## config.mk

```make
export PLATFORM = sky130hd
export DESIGN_NAME = port_pin_logic
export DESIGN_NICKNAME = d
export VERILOG_FILES = /design/src/verilog/port_pin_logic.v
export VERILOG_INCLUDE_DIRS = /design/src /design/src/verilog
export SDC_FILE = /design/constraint.sdc
export NUM_CORES = 1
export LEC_CHECK = 0
export BUFFER_PORTS_ARGS = -buffer_cell sky130_fd_sc_hd__buf_2
export CORE_MARGIN = 5
export CORE_UTILIZATION = 55
export CTS_BUF_LIST = sky130_fd_sc_hd__clkbuf_2 sky130_fd_sc_hd__clkbuf_4 sky130_fd_sc_hd__clkbuf_8
export DETAILED_ROUTE_END_ITERATION = 10
export HOLD_SLACK_MARGIN = 0.12
export PLACE_DENSITY = 0.79
export SETUP_SLACK_MARGIN = 0.4
export SLEW_MARGIN = 20
export SYNTH_ARGS = -nofsm -noshare
export SYNTH_HDL_FRONTEND = slang
export SYNTH_SLANG_ARGS = --single-unit
export TNS_END_PERCENT = 1
```

## constraint.sdc

```tcl
create_clock -name MCLK -period 2.8 [get_ports MCLK]
set_input_delay 0.56 -clock MCLK [delete_from_list [all_inputs] [get_ports MCLK]]
set_output_delay 0.56 -clock MCLK [all_outputs]
set_load 0.05 [all_outputs]
```

## src/verilog/port_pin_defs.vh

```
// Constants for the two-port pin logic block.
// Assumes inclusion by the single design file only.
`ifndef PORT_PIN_DEFS_VH
`define PORT_PIN_DEFS_VH

`define PORT_WIDTH 8
`define LATCH_RESET 8'hFF
`define INMODE_RESET 8'hFF
`define ADDR_WIDTH 24
`define LOW_BYTE_LSB 0
`define PAGE_BYTE_LSB 16
`define CHSEL_WIDTH 3
`define CHSEL_ZERO 3'h0
`define ALE_CYCLES 2'h1
// Three data cycles: a read is sampled through the two-flop synchroniser,
// so the pins must carry the data two edges before the sample
`define DATA_CYCLES 2'h3
`define CNT_LAST 2'h1
`define CNT_STEP 2'h1
`define CNT_CLEAR 2'h0
`define BYTE_CLEAR 8'h00
`define ADDR_CLEAR 24'h000000
`define SYNC_RESET 8'h00
`define DRIVE_ALL 8'hFF
`define DRIVE_NONE 8'h00
`define FLAG_CLEAR 1'b0
`define EDGE_RESET 1'b0
`define COUNT_PIN_BIT 0

`endif

```

## src/verilog/port_pin_logic.v

```verilog
// Pin logic of the open-drain multiplexed port and the input-only port.
// Assumes the core supplies latch writes, bus requests and channel select
// on MCLK; pin inputs arrive asynchronously and are synchronised here.
`timescale 1ns/1ps
`include "port_pin_defs.vh"

// What this block does
// - Open-drain pins driven low when latch zero
// - Latch one leaves pin floating for input
// - Bus carries low address then data byte
// - Bus drives ones high actively
// - Second port is input only
// - Second port resets to analog mode
// - Writing zero selects digital; read returns level
// - Pin zero is ADC input, channel selectable
// - Counter two counts pin zero falling edges
// - Strobe latches low address byte; page byte held on PAGE_OUT
module port_pin_logic (
  // Clock, reset, enable
  input wire MCLK,
  input wire RESET_N,
  input wire CLK_EN,
  // Port latch writes from the core
  input wire LATCH_WR,
  input wire [7:0] LATCH_WDATA,
  // Input port mode writes
  input wire INMODE_WR,
  input wire [7:0] INMODE_WDATA,
  // External data memory request
  input wire XMEM_REQ,
  input wire XMEM_WRITE,
  input wire [23:0] XMEM_ADDR,
  input wire [7:0] XMEM_WDATA,
  // ADC channel select and counter enable
  input wire [2:0] ADC_CHSEL,
  input wire CNT_EXT_EN,
  // Open-drain bidirectional pins
  input wire [7:0] BIDIR_PIN_IN,
  output reg [7:0] BIDIR_PIN_OUT,
  output reg [7:0] BIDIR_PIN_OE,
  // Input-only pins
  input wire [7:0] INPUT_PIN_IN,
  // Results to the core
  output reg [7:0] BIDIR_READ,
  output reg [7:0] INPUT_READ,
  output reg [7:0] INMODE_STATE,
  output reg ALE,
  output reg [7:0] PAGE_OUT,
  output reg XMEM_BUSY,
  output reg [7:0] XMEM_RDATA,
  output reg ADC_CH0_SEL,
  output reg COUNTER_TWO_INC
);

  localparam ST_IDLE = 2'h0;
  localparam ST_ADDR = 2'h1;
  localparam ST_DATA = 2'h2;

  // ==========================================
  // Registers and internal nets
  reg [7:0] latch_reg;
  reg [7:0] inmode_reg;
  reg [7:0] bidir_s1_reg, bidir_s2_reg;
  reg [7:0] in_s1_reg, in_s2_reg;
  reg t2_prev_reg;
  reg [1:0] state_reg, state_next;
  reg [1:0] cnt_reg, cnt_next;
  reg [23:0] addr_reg;
  reg [7:0] wdata_reg;
  reg wr_reg;
  reg [7:0] pin_out_next, pin_oe_next;
  wire [7:0] in_digital;
  wire t2_fall;

  // ==========================================
  // Shared decodes
  // Requests are taken only from idle; one raised while busy is dropped
  function is_start;
    input [1:0] st;
    input req;
    begin
      is_start = (st == ST_IDLE) && req;
    end
  endfunction

  function is_last;
    input [1:0] count;
    begin
      is_last = (count == `CNT_LAST);
    end
  endfunction

  // ==========================================
  // Pin synchronisers and software state
  always @(posedge MCLK or negedge RESET_N) begin
    if (!RESET_N) begin
      bidir_s1_reg <= `SYNC_RESET;
      bidir_s2_reg <= `SYNC_RESET;
      in_s1_reg <= `SYNC_RESET;
      in_s2_reg <= `SYNC_RESET;
      latch_reg <= `LATCH_RESET;
      inmode_reg <= `INMODE_RESET;
      // Same level as the synchroniser reset, so release fakes no fall
      t2_prev_reg <= `EDGE_RESET;
    end else if (CLK_EN) begin
      bidir_s1_reg <= BIDIR_PIN_IN;
      bidir_s2_reg <= bidir_s1_reg;
      in_s1_reg <= INPUT_PIN_IN;
      in_s2_reg <= in_s1_reg;
      t2_prev_reg <= in_s2_reg[`COUNT_PIN_BIT];
      if (LATCH_WR)
        latch_reg <= LATCH_WDATA;
      if (INMODE_WR)
        inmode_reg <= INMODE_WDATA;
    end
  end

  // ==========================================
  // Input-only port read path
  // Only the second flop of each synchroniser is read from here on
  genvar g;
  generate
    for (g = 0; g < `PORT_WIDTH; g = g + 1) begin : in_bit_g
      assign in_digital[g] = in_s2_reg[g] & ~inmode_reg[g];
    end
  endgenerate

  // Falling edge on the counter input pin
  assign t2_fall = t2_prev_reg & ~in_s2_reg[`COUNT_PIN_BIT];

  // ==========================================
  // External bus sequencer
  // One address cycle, then data cycles; a read costs the synchroniser
  // delay, traded for a pin path that never reads a metastable flop
  always @* begin
    state_next = state_reg;
    cnt_next = cnt_reg;
    case (state_reg)
      ST_IDLE: begin
        if (is_start(state_reg, XMEM_REQ)) begin
          state_next = ST_ADDR;
          cnt_next = `ALE_CYCLES;
        end
      end
      ST_ADDR: begin
        if (is_last(cnt_reg)) begin
          state_next = ST_DATA;
          cnt_next = `DATA_CYCLES;
        end else begin
          cnt_next = cnt_reg - `CNT_STEP;
        end
      end
      ST_DATA: begin
        if (is_last(cnt_reg))
          state_next = ST_IDLE;
        else
          cnt_next = cnt_reg - `CNT_STEP;
      end
      default: state_next = ST_IDLE;
    endcase
  end

  // Pin drive: bus drives both levels, port mode only pulls low
  // Address comes straight from the request so it meets the strobe
  always @* begin
    case (state_next)
      ST_ADDR: begin
        pin_out_next = is_start(state_reg, XMEM_REQ) ?
          XMEM_ADDR[`LOW_BYTE_LSB +: 8] : addr_reg[`LOW_BYTE_LSB +: 8];
        pin_oe_next = `DRIVE_ALL;
      end
      ST_DATA: begin
        pin_out_next = wdata_reg;
        pin_oe_next = wr_reg ? `DRIVE_ALL : `DRIVE_NONE;
      end
      default: begin
        pin_out_next = `BYTE_CLEAR;
        pin_oe_next = ~latch_reg;
      end
    endcase
  end

  // ==========================================
  // Output registers
  always @(posedge MCLK or negedge RESET_N) begin
    if (!RESET_N) begin
      state_reg <= ST_IDLE;
      cnt_reg <= `CNT_CLEAR;
      addr_reg <= `ADDR_CLEAR;
      wdata_reg <= `BYTE_CLEAR;
      wr_reg <= `FLAG_CLEAR;
      BIDIR_PIN_OUT <= `BYTE_CLEAR;
      BIDIR_PIN_OE <= `DRIVE_NONE;
      ALE <= `FLAG_CLEAR;
      PAGE_OUT <= `BYTE_CLEAR;
      XMEM_BUSY <= `FLAG_CLEAR;
      XMEM_RDATA <= `BYTE_CLEAR;
      BIDIR_READ <= `BYTE_CLEAR;
      INPUT_READ <= `BYTE_CLEAR;
      INMODE_STATE <= `INMODE_RESET;
      ADC_CH0_SEL <= `FLAG_CLEAR;
      COUNTER_TWO_INC <= `FLAG_CLEAR;
    end else if (CLK_EN) begin
      state_reg <= state_next;
      cnt_reg <= cnt_next;
      if (is_start(state_reg, XMEM_REQ)) begin
        addr_reg <= XMEM_ADDR;
        wdata_reg <= XMEM_WDATA;
        wr_reg <= XMEM_WRITE;
        PAGE_OUT <= XMEM_ADDR[`PAGE_BYTE_LSB +: 8];
      end
      BIDIR_PIN_OUT <= pin_out_next;
      BIDIR_PIN_OE <= pin_oe_next;
      ALE <= (state_next == ST_ADDR);
      XMEM_BUSY <= (state_next != ST_IDLE);
      // Sample shows the pins two edges earlier, well inside the data phase
      if (state_reg == ST_DATA && is_last(cnt_reg) && !wr_reg)
        XMEM_RDATA <= bidir_s2_reg;
      BIDIR_READ <= bidir_s2_reg;
      // No drive exists for this port, only a read path
      INPUT_READ <= in_digital;
      INMODE_STATE <= inmode_reg;
      ADC_CH0_SEL <= (ADC_CHSEL == `CHSEL_ZERO);
      COUNTER_TWO_INC <= CNT_EXT_EN & t2_fall;
    end
  end

endmodule // port_pin_logic

```

==> results of run 1 <==
-- worst paths after layout --
kind / from / slack, ns / to / cells past startpoint
worst max-delay path: state_reg[1] / 0.45 / BIDIR_PIN_OUT[3] / 10
min in group asynchronous: RESET_N / 0.63 / in_s1_reg[7] / 2
max in group asynchronous: RESET_N / 1.39 / inmode_reg[7] / 3
worst min-delay path: XMEM_ADDR[20] / 0.36 / PAGE_OUT[4] / 2
worst max register to register: state_reg[1] / 0.45 / BIDIR_PIN_OUT[3] / 10
worst min register to register: PAGE_OUT[4] / 0.49 / PAGE_OUT[4] / 1
-- per-layer routing --
layer,part of all wire,wire [µm],global-route usage
met5,0.0011,12,0
met4,0.011,123,0.0641
met3,0.083,895,0.0799
met2,0.48,5220,0.292
met1,0.42,4570,0.232
-- layout make-up --
cell class,count,share of cell area
multi-input combinational,217,0.298
inverter,19,0.0106
clock buffer,18,0.0360
clock inverter,14,0.0233
timing repair buffer,143,0.117
tap,133,0.0248
sequential,130,0.489
-- report_power, final --
group | switching, W | total [W] | internal [W]
registers | 0.000301 | 0.00277 | 0.00247
clock network | 0.000769 | 0.00159 | 0.000816
logic | 0.00201 | 0.00314 | 0.00113
-- logic make-up (layout without fill, tap and decap cells) --
logic type / Yosys count / count (layout)
AOI/OAI and AO/OA: 54 / 54
adders and majority gates: 11 / 11
buffers and inverters: 38 / 194
DFF: 130 / 130
muxes: 102 / 102
and+or+nand+nor: 50 / 50
-- through the flow --
stage | total power [W] | setup WS [ns]
floorplan | 0.00498 | 0.450
global placement | 0.00563 | 0.199
detailed placement | 0.00574 | 0.114
CTS | 0.00740 | 0.378
global route | 0.00794 | 0.352
finish | 0.00750 | 0.446
-- cells in the mapped netlist, types with 2 or more instances --
cell type  number
nor2_1         10
o21ai_0        17
a31oi_1        16
nand2_1        12
and4_1          8
buf_6           3
nand3b_1        7
nor2b_1         2
dfstp_2        24
buf_4           5
inv_1          19
buf_2          10
o22a_1          8
a21oi_1         4
mux2i_1         2
nand2_2         2
dfrtp_1       106
mux2_2         99
ha_1           11
nor3_1          2
-- layout by cell type (no fill, tap or decap), drive strengths merged, types with 4 or more instances in the layout --
cell type and count:
dfstp 24, dfrtp 106, a31oi 16, a21oi 4, buf 142, ha 11, nor2 10, nand3b 7
clkinv 5, clkbuf 18, mux2 100, and4 8, nand2 14, o22a 8, inv 23, o21ai 18
-- worst reg2reg max path, delay by kind of cell, from the launching register on --
| kind | cells | cell delay [ns] |
|---|---|---|
| adders and majority gates | 2 | 0.38 |
| buffers and inverters | 3 | 0.43 |
| and+or+nand+nor | 2 | 0.59 |
| DFF | 1 | 0.44 |
| AOI/OAI and AO/OA | 3 | 0.36 |
-- repair_timing --
| item | 4_1_cts | 5_1_grt |
|---|---|---|
| hold endpoints to repair | 28 | 0 |
| hold buffers | 1 | 0 |
| gates resized for setup | 4 | 10 |
| buffers inserted | 2 | 7 |
| endpoints found under the setup margin | 16 | 16 |
| pin swaps | 1 | 0 |
==> results_dict.tcl, run 1 <==
set metrics [dict create \
    hold_ws_ns 0.358 \
    ys_warn_count 0 \
    synthMuxAreaShare 0.211 \
    drtAntennaViolNets 0 \
    drt-initial-drc-count 88 \
    finalMaxSlewViolations 0 \
    synthSimpleGateAreaFrac 0.0570 \
    dp.cells 632 \
    crit_path_end_kind "flop" \
    tns_ns 0 \
    synthCells 385 \
    synth_area_mm2 0.00542 \
    rsz0062_at_grt "true" \
    cts_root_buf "clkbuf_8" \
    synthesis.nets 471 \
    ys_seq_elements 130 \
    ys.flop_type "dfrtp_1" \
    die_area_mm2 0.0119 \
    avgSynthCellArea_um2 14.1 \
    async_flop_share 1.00 \
    clkSinkCount 130 \
    crit_buf_inv 3 \
    critPathLaunchType "flop" \
    n_fill_cell 718 \
    slowest_stage "dfrtp_2" \
    rows 36 \
    insertion_delay_ns 0.41 \
    cap_viol_max_count 0 \
    fin_crit_ns 2.35 \
    fin_util 0.693 \
    area_delta_synth_final_pct 23.8 \
    skew_ns 0.0112 \
    crit_top_cell "a31oi_1" \
    ir_worst_vdd_uv 915 \
    cts_buffers 17 \
    synth_seq_area_share 0.606 \
    yosysUniqueCellTypes 38 \
    synth_compound_area_frac 0.0644 \
    period_share 0.841 \
    synth_top_family_by_area "multiplexers" \
    fin_area_mm2 0.00671 \
    overflow 0 \
    htreeDepth 4 \
    vias 3499 \
    crit_family "simple AND/OR/NAND/NOR gates" \
    yosys-top-cells-area "dfrtp_1 (49%), mux2_2 (21%), dfstp_2 (12%), ha_1 (2.5%), a31oi_1 (1.8%)" \
    wl_um 10800 \
    antenna_cells 0 \
    io_pins 135 \
    vias_per_cell 5.19 \
    clk_path_buf_depth 2 \
    cpPeakStageDelay_ns 0.44 \
    yosysTopAreaCell "dfrtp_1" \
    drc 0 \
    core-area_mm2 0.00968 \
    io_buffers 126 \
    drive_above_1_share 0.584 \
    dieWidth_um 109 \
    critPathMaxFanout 10 \
    synthAdderAreaFrac 0.0254 \
    dpl_cell_area_mm2 0.00618 \
    die_y_um 109 \
    worst_ep_arrival_time_ns 2.61 \
    grt_pass1_wl_um 17100 \
    synth_top_cell_area_share 0.489 \
    gp_congestion 0.777 \
    synth_edf_count 0 \
    hpwl_um 7490 \
    min_path_type "in2reg" \
    register_area_mm2 0.00328 \
    hold_violations 0 \
    start_util 0.560 \
    clk_pin_slew_ns 0.08 \
    antenna_found_initial 1 \
    synthXorXnorAreaFrac 0 \
    fin_nets 614 \
    fmax_mhz 425 \
    stdcell_count 674 \
    wl_per_cell_um 16.1 \
    worstPathRequired_ns 3.06 \
    cts_tree "built" \
    status "completed" \
    crit_type "reg2reg" \
    multi_input_area_mm2 0.00200 \
    grt_pass1_vias 3576 \
    relSlewSlack 0.632 \
    setup_viol 0 \
    p_leak_nw 3.12 \
    drt-pass1-iter-count 4 \
    crit_chain "inv_1 > ha_1 > nor2b_2 > a221oi_2 > or3_4 > ha_4 > buf_2 > buf_4 > a31oi_1 > a31oi_1" \
    grt_max_degree 78 \
    tightest_slew_ns 0.553 \
    power_density_mw_per_mm2 1120 \
    grt_use_total 0.186 \
]
(Power assumes the default switching activity.)
==> run 2: changes to the inputs <==
==> constraint.sdc (replaced) <==
create_clock -name MCLK -period 2.2 [get_ports MCLK]
set_input_delay 0.44 -clock MCLK [delete_from_list [all_inputs] [get_ports MCLK]]
set_output_delay 0.44 -clock MCLK [all_outputs]
set_load 0.05 [all_outputs]
==> results_dict.tcl, run 2 (synthesis gave the netlist of run 1 again) <==
set metrics [dict create \
    insertion_delay_ns 0.42 \
    skew_ns 0.00969 \
    antenna_found_initial 0 \
    internal-power_w 0.00572 \
    fin_area_mm2 0.00677 \
    status "completed" \
    fin_nets 612 \
    power_density_mw_per_mm2 1420 \
    hold_violations 0 \
    core-area_mm2 0.00968 \
    die_area_mm2 0.0119 \
    clk_path_buf_depth 2 \
    dpl_cell_area_mm2 0.00630 \
    htreeDepth 4 \
    cts_tree "built" \
    clkSinkCount 130 \
    setup_viol 0 \
    gp_congestion 0.783 \
    switchingPower_w 0.00387 \
    cts_buffers 17 \
    period_share 0.980 \
    wl_um 11200 \
    vias 3519 \
    worstPathRequired_ns 2.49 \
    p_leak_nw 3.14 \
    rows 36 \
    worstRegToRegCells 9 \
    cap_viol_max_count 0 \
    start_util 0.560 \
    crit_path_end_kind "flop" \
    min-delay-start "XMEM_ADDR[19]" \
    final_cell_mix "buf_2 (124), dfrtp_1 (106), mux2_2 (99)" \
    whs_path_depth 2 \
    drive_above_1_share 0.597 \
    cpPeakStageDelay_ns 0.43 \
    final_common_cell "buf_2" \
    register_area_mm2 0.00328 \
    relSlewSlack 0.609 \
    seq_power_share 0.371 \
    crit_buf_inv 1 \
    tightest_slew_ns 0.587 \
    critPathLaunchType "flop" \
    crit_family "simple AND/OR/NAND/NOR gates" \
    min_to "PAGE_OUT[3]" \
    p_comb_frac 0.430 \
    r2r_slack_ns 0.04 \
    overflow 0 \
    drt-pass1-iter-count 4 \
    p_clk_frac 0.200 \
    die_y_um 109 \
    r2r_end "BIDIR_PIN_OUT[1]" \
    drt-initial-drc-count 165 \
    rr_startpoint "state_reg[0]" \
    power_w 0.00959 \
    swShare 0.403 \
    tns_ns 0 \
    multi_input_area_mm2 0.00208 \
    grt_use_total 0.200 \
    critPathMaxFanout 17 \
    drtAntennaViolNets 0 \
    ir_worst_vdd_uv 1040 \
    clk_pin_slew_ns 0.07 \
    worst_ep_arrival_time_ns 2.44 \
    crit_chain "inv_2 > ha_4 > nor2b_4 > a221oi_2 > or3_4 > ha_4 > and4_1 > a31oi_1 > a31oi_1" \
    dieWidth_um 109 \
    finalMaxSlewViolations 0 \
    grt_pass1_wl_um 18300 \
    rsz0062_at_grt "true" \
    wl_per_cell_um 16.7 \
    vias_per_cell 5.24 \
    min_path_type "in2reg" \
    slowest_stage "dfrtp_1" \
    n_fill_cell 704 \
    grt_pass1_vias 3779 \
    antenna_cells 0 \
    drc 0 \
    fmax_mhz 464 \
    area_delta_synth_final_pct 24.8 \
    cts_root_buf "clkbuf_8" \
    grt_max_degree 70 \
    crit_type "reg2reg" \
    io_buffers 126 \
    fin_crit_ns 2.16 \
    io_pins 135 \
    hpwl_um 7940 \
]
==> run 2: cell count changes in the layout (fill, tap and decap cells not counted), moves of 3 or more <==
cell and delta:
inv_6 -3, a31oi_1 -3, clkbuf_8 +4, clkinv_4 -3, clkbuf_4 +4, a31oi_2 +3
==> run 2: what timing repair did <==
| item | CTS | global route |
|---|---|---|
| endpoints found under the hold margin | 27 | 0 |
| endpoints found under the setup margin | 24 | 26 |
| gates resized for setup | 10 | 3 |
| setup buffers | 2 | 0 |
| cloned | 0 | 0 |
| hold buffers | 1 | 0 |
| pin swaps | 15 | 3 |
==> run 2: area by class of cell <==
class / instances / share of cell area
well taps: 133 / 0.0246
clock buffers: 26 / 0.0483
inverters: 19 / 0.0105
clock inverters: 5 / 0.00777
flip-flops and latches: 130 / 0.485
repair buffers: 141 / 0.117
multi-input cells: 217 / 0.307
==> run 2: power groups by stage <==
stage / Combinational [W] / Clock (W) / Sequential (W)
floorplan: 0.00175 / 0 / 0.00484
global placement: 0.00392 / 0 / 0.00353
detailed placement: 0.00402 / 0 / 0.00358
CTS: 0.00413 / 0.00195 / 0.00355
global route: 0.00443 / 0.00205 / 0.00364
finish: 0.00412 / 0.00191 / 0.00356
==> run 2: how the worst max path moves through the flow <==
| stage | from | to | slack [ns] | cells past startpoint |
|---|---|---|---|---|
| floorplan | state_reg[1] | BIDIR_PIN_OE[6] | 0.06 | 10 |
| global placement | state_reg[0] | BIDIR_PIN_OUT[5] | 0.03 | 9 |
| detailed placement | state_reg[0] | BIDIR_PIN_OUT[5] | -0.05 | 9 |
| CTS | state_reg[0] | BIDIR_PIN_OUT[4] | 0.05 | 9 |
| global route | state_reg[0] | BIDIR_PIN_OUT[5] | -0.05 | 9 |
| finish | state_reg[0] | BIDIR_PIN_OUT[1] | 0.04 | 9 |
==> run 2: worst register-to-register path, delay by kind of cell (launching register included) <==
family	cells	cell delay, ns
buffers and inverters	1	0.12
adder cells (fa/ha/maj)	2	0.38
AND/OR/NAND/NOR	3	0.73
AO/OA/AOI/OAI	3	0.37
flip-flops	1	0.43
==> run 2: metal layers <==
layer | vias to the layer above | share of wire | GRT usage
met5 | - | 0 | 0
met4 | 0 | 0.010 | 0.0668
met3 | 9 | 0.068 | 0.0645
met2 | 101 | 0.50 | 0.326
met1 | 1755 | 0.42 | 0.253
li1 | 1654 | - | -
==> run 2: stage by stage <==
step,utilization,hold WS [ns],setup slack (ns),std cells
floorplan,-,0.144,0.0616,385
global placement,0.651,0.472,0.0265,637
detailed placement,0.651,0.472,-0.0476,637
CTS,0.697,0.212,0.0548,671
global route,0.699,0.222,-0.0548,671
finish,0.699,0.252,0.0445,671
==> run 3: changes to the inputs <==
--- a/config.mk
+++ b/config.mk
@@ -6,13 +6,13 @@
 export SDC_FILE = /design/constraint.sdc
 export NUM_CORES = 1
 export LEC_CHECK = 0
-export BUFFER_PORTS_ARGS = -buffer_cell sky130_fd_sc_hd__buf_2
 export CORE_MARGIN = 5
-export CORE_UTILIZATION = 55
+export CORE_UTILIZATION = 65
 export CTS_BUF_LIST = sky130_fd_sc_hd__clkbuf_2 sky130_fd_sc_hd__clkbuf_4 sky130_fd_sc_hd__clkbuf_8
 export DETAILED_ROUTE_END_ITERATION = 10
+export DONT_BUFFER_PORTS = 1
 export HOLD_SLACK_MARGIN = 0.12
-export PLACE_DENSITY = 0.79
+export PLACE_DENSITY = 0.78
 export SETUP_SLACK_MARGIN = 0.4
 export SLEW_MARGIN = 20
 export SYNTH_ARGS = -nofsm -noshare
==> constraint.sdc (replaced) <==
create_clock -name MCLK -period 2.3 [get_ports MCLK]
set_input_delay 0.23 -clock MCLK [delete_from_list [all_inputs] [get_ports MCLK]]
set_output_delay 0.23 -clock MCLK [all_outputs]
set_load 0.05 [all_outputs]
==> results_dict.tcl, run 3 <==
set metrics [dict create \
    synth.most_common_cell "dfrtp_1" \
    start_util 0.663 \
    hpwl_um 6720 \
    ys.flop_type "dfrtp_1" \
    async_flop_share 1.00 \
    avgSynthCellArea_um2 14.1 \
    ys_seq_elements 130 \
    error_line "[ERROR RSZ-0060] Max buffer count reached." \
    synth_edf_count 0 \
    synthesis.nets 471 \
    cts_buffers 17 \
    ys_warn_count 0 \
    clkSinkCount 130 \
    gp_congestion 0.787 \
    clk_path_buf_depth 2 \
    cts_root_buf "clkbuf_8" \
    io_buffers 0 \
    dieWidth_um 101 \
    synth_top_cell_area_share 0.489 \
    synthCells 385 \
    yosys-top-cells-area "dfrtp_1 (49%), mux2_2 (21%), dfstp_2 (12%), ha_1 (2.5%), a31oi_1 (1.8%)" \
    synth_seq_area_share 0.606 \
    rows 33 \
    io_pins 135 \
    htreeDepth 4 \
    hold_buffers 104 \
    postCtsSetupRepairBufs 6 \
    yosysTopAreaCell "dfrtp_1" \
    synth_area_mm2 0.00542 \
    yosysUniqueCellTypes 38 \
    failing_step "clock tree synthesis (4_1_cts)" \
    synthTopCellsByCount "dfrtp_1 (106), mux2_2 (99), dfstp_2 (24), inv_1 (19), o21ai_0 (17)" \
    cts-resized-gates 15 \
    status "stopped before the end" \
    die_y_um 101 \
]
run 3: cell counts after synthesis:
Identical to the previous run, type by type.
run 3: cell families after synthesis:
kind of cell,share of synthesized area
AO/OA/AOI/OAI,0.0644
adder cells (fa/ha/maj),0.0254
buffers and inverters,0.0362
flip-flops,0.606
multiplexers,0.211
AND/OR/NAND/NOR,0.0570
run 3: stage by stage:
| stage | instance area [µm²] | worst slack (ns) | utilization | cells | hold slack, ns |
|---|---|---|---|---|---|
| after floorplan | 5510 | 0.162 | - | 385 | -0.0656 |
| after global placement | 5540 | 0.116 | 0.678 | 476 | -0.0626 |
| after detailed placement | 5540 | 0.0415 | 0.678 | 476 | -0.0614 |
==> run 4: changes to the inputs <==
--- a/config.mk
+++ b/config.mk
@@ -7,13 +7,10 @@
 export NUM_CORES = 1
 export LEC_CHECK = 0
 export CORE_MARGIN = 5
-export CORE_UTILIZATION = 65
-export CTS_BUF_LIST = sky130_fd_sc_hd__clkbuf_2 sky130_fd_sc_hd__clkbuf_4 sky130_fd_sc_hd__clkbuf_8
+export CORE_UTILIZATION = 40
 export DETAILED_ROUTE_END_ITERATION = 10
 export DONT_BUFFER_PORTS = 1
-export HOLD_SLACK_MARGIN = 0.12
-export PLACE_DENSITY = 0.78
-export SETUP_SLACK_MARGIN = 0.4
+export PLACE_DENSITY_LB_ADDON = 0.15
 export SLEW_MARGIN = 20
 export SYNTH_ARGS = -nofsm -noshare
 export SYNTH_HDL_FRONTEND = slang
==> results_dict.tcl, run 4 (synthesis gave the netlist of run 1 again) <==
set metrics [dict create \
    status "complete, but fails checks" \
    violations "negative hold slack" \
    switchingPower_w 0.00374 \
    skew_ns 0.00686 \
    tightest_slew_ns 0.576 \
    n_fill_cell 1129 \
    p_comb_frac 0.241 \
    fin_nets 570 \
    p_clk_frac 0.264 \
    rr_startpoint "state_reg[1]" \
    wl_per_cell_um 17.5 \
    crit_chain "buf_4 > ha_1 > a221oi_2 > or3_4 > ha_2 > buf_4 > a21oi_2 > o21ai_4 > o22a_1" \
    hpwl_um 6950 \
    io_buffers 0 \
    gp_congestion 0.743 \
    final_common_cell "dfrtp_1" \
    core-area_mm2 0.0132 \
    die_y_um 126 \
    die_area_mm2 0.0160 \
    min_path_type "in2async" \
    crit_path_end_kind "flop" \
    overflow 0 \
    dpl_cell_area_mm2 0.00562 \
    internal-power_w 0.00583 \
    worstRegToRegCells 9 \
    period_share 0.950 \
    seq_power_share 0.494 \
    ir_worst_vdd_uv 946 \
    crit_top_cell "buf_4" \
    grt_pass1_vias 3752 \
    p_leak_nw 3.04 \
    cap_viol_max_count 0 \
    drc 0 \
    hold_buffers 86 \
    drt-initial-drc-count 161 \
    antenna_found_initial 0 \
    worst_ep_arrival_time_ns 2.54 \
    vias 3432 \
    fin_area_mm2 0.00713 \
    fin_crit_ns 2.19 \
    vias_per_cell 5.10 \
    dieWidth_um 126 \
    clkSinkCount 130 \
    htreeDepth 4 \
    layout_setup_ws_ns 0.114 \
    r2r_slack_ns 0.11 \
    insertion_delay_ns 0.41 \
    grt_max_degree 131 \
    cts_root_buf "clkbuf_16" \
    cts_tree "built" \
    dp_slack_ns -0.0173 \
    cpPeakStageDelay_ns 0.37 \
    slowest_stage "dfrtp_1" \
    hold_ws_ns -0.483 \
    io_pins 135 \
    drive_above_1_share 0.374 \
    critPathMaxFanout 8 \
    swShare 0.391 \
    clk_path_buf_depth 2 \
    fmax_mhz 458 \
    area_delta_synth_final_pct 31.5 \
    antenna_cells 0 \
    worstPathRequired_ns 2.65 \
    crit_type "reg2reg" \
    grt_pass1_wl_um 19600 \
    r2r_end "BIDIR_PIN_OE[3]" \
    crit_family "compound AO/OA/AOI/OAI gates" \
    grt_use_total 0.156 \
    clk_pin_slew_ns 0.05 \
    rows 42 \
    drt-pass1-iter-count 4 \
    cts_buffers 17 \
    start_util 0.409 \
    final_cell_mix "dfrtp_1 (106), mux2_2 (99), dlygate4sd3_1 (85)" \
    power_density_mw_per_mm2 1340 \
    wl_um 11800 \
    relSlewSlack 0.616 \
    crit_buf_inv 2 \
    finalMaxSlewViolations 0 \
    hold_violations 130 \
    drtAntennaViolNets 0 \
    critPathLaunchType "flop" \
    setup_viol 0 \
]
-- run 4: repair_timing --
action | in CTS | in global routing
pin swaps | 1 | 3
gates resized for setup | 1 | 13
buffers inserted | 0 | 1
endpoints found under the setup margin | 8 | 16
endpoints found under the hold margin | 250 | 130
-- run 4: stage by stage --
| stage | power [W] | std cells | util | hold slack [ns] | TNS [ns] |
|---|---|---|---|---|---|
| final | 0.00957 | 673 | 0.539 | -0.483 | 0 |
| after global routing | 0.0101 | 673 | 0.539 | -0.512 | -0.00508 |
| after CTS | 0.00950 | 672 | 0.533 | -0.507 | 0 |
| after detailed placement | 0.00671 | 554 | 0.424 | -0.0582 | -0.0545 |
| after global placement | 0.00663 | 554 | 0.424 | -0.0578 | 0 |
| after floorplan | 0.00610 | 385 | - | -0.0656 | 0 |
-- run 4: worst max-delay path by stage --
stage,cells after the start,start,slack [ns],to
3_5_place_dp,9,cnt_reg[1],-0.02,BIDIR_PIN_OUT[4]
2_1_floorplan,10,state_reg[0],0.007,BIDIR_PIN_OE[0]
5_1_grt,10,state_reg[0],-0.005,BIDIR_PIN_OUT[4]
6_report,9,state_reg[1],0.11,BIDIR_PIN_OE[3]
4_1_cts,10,state_reg[0],0.002,BIDIR_PIN_OUT[0]
3_3_place_gp,9,state_reg[0],0.04,BIDIR_PIN_OUT[1]
-- run 4: layer usage --
metal / vias to the layer above / track usage / part of all wire / wire length [µm]
li1: 1578 / - / - / -
met1: 1716 / 0.190 / 0.42 / 4960
met2: 114 / 0.244 / 0.47 / 5570
met3: 24 / 0.0605 / 0.081 / 959
met4: 0 / 0.0694 / 0.024 / 286
met5: - / 0 / 0 / 0
-- run 4: power groups by stage --
stage | clock, W | sequential [W] | combinational [W]
2_1_floorplan | 0 | 0.00462 | 0.00148
3_3_place_gp | 0 | 0.00477 | 0.00186
3_5_place_dp | 0 | 0.00479 | 0.00192
4_1_cts | 0.00261 | 0.00475 | 0.00213
5_1_grt | 0.00273 | 0.00482 | 0.00256
6_report | 0.00253 | 0.00473 | 0.00231
-- run 4: worst register-to-register path, cell delays in order (launching register included) --
cell and delay (ns):
dfrtp_1 0.37, buf_4 0.16, ha_1 0.23, a221oi_2 0.33, or3_4 0.20, ha_2 0.20
buf_4 0.13, a21oi_2 0.04, o21ai_4 0.28, o22a_1 0.19
-- run 4: cell type report --
class | instances | area, µm² | share of cell area
clock buffer | 20 | 457 | 0.0640
clock inverter | 12 | 106 | 0.0149
inverter | 19 | 71.3 | 0.0100
multi-input combinational | 217 | 2010 | 0.282
sequential | 130 | 3280 | 0.460
tap | 176 | 220 | 0.0309
timing repair buffer | 99 | 983 | 0.138
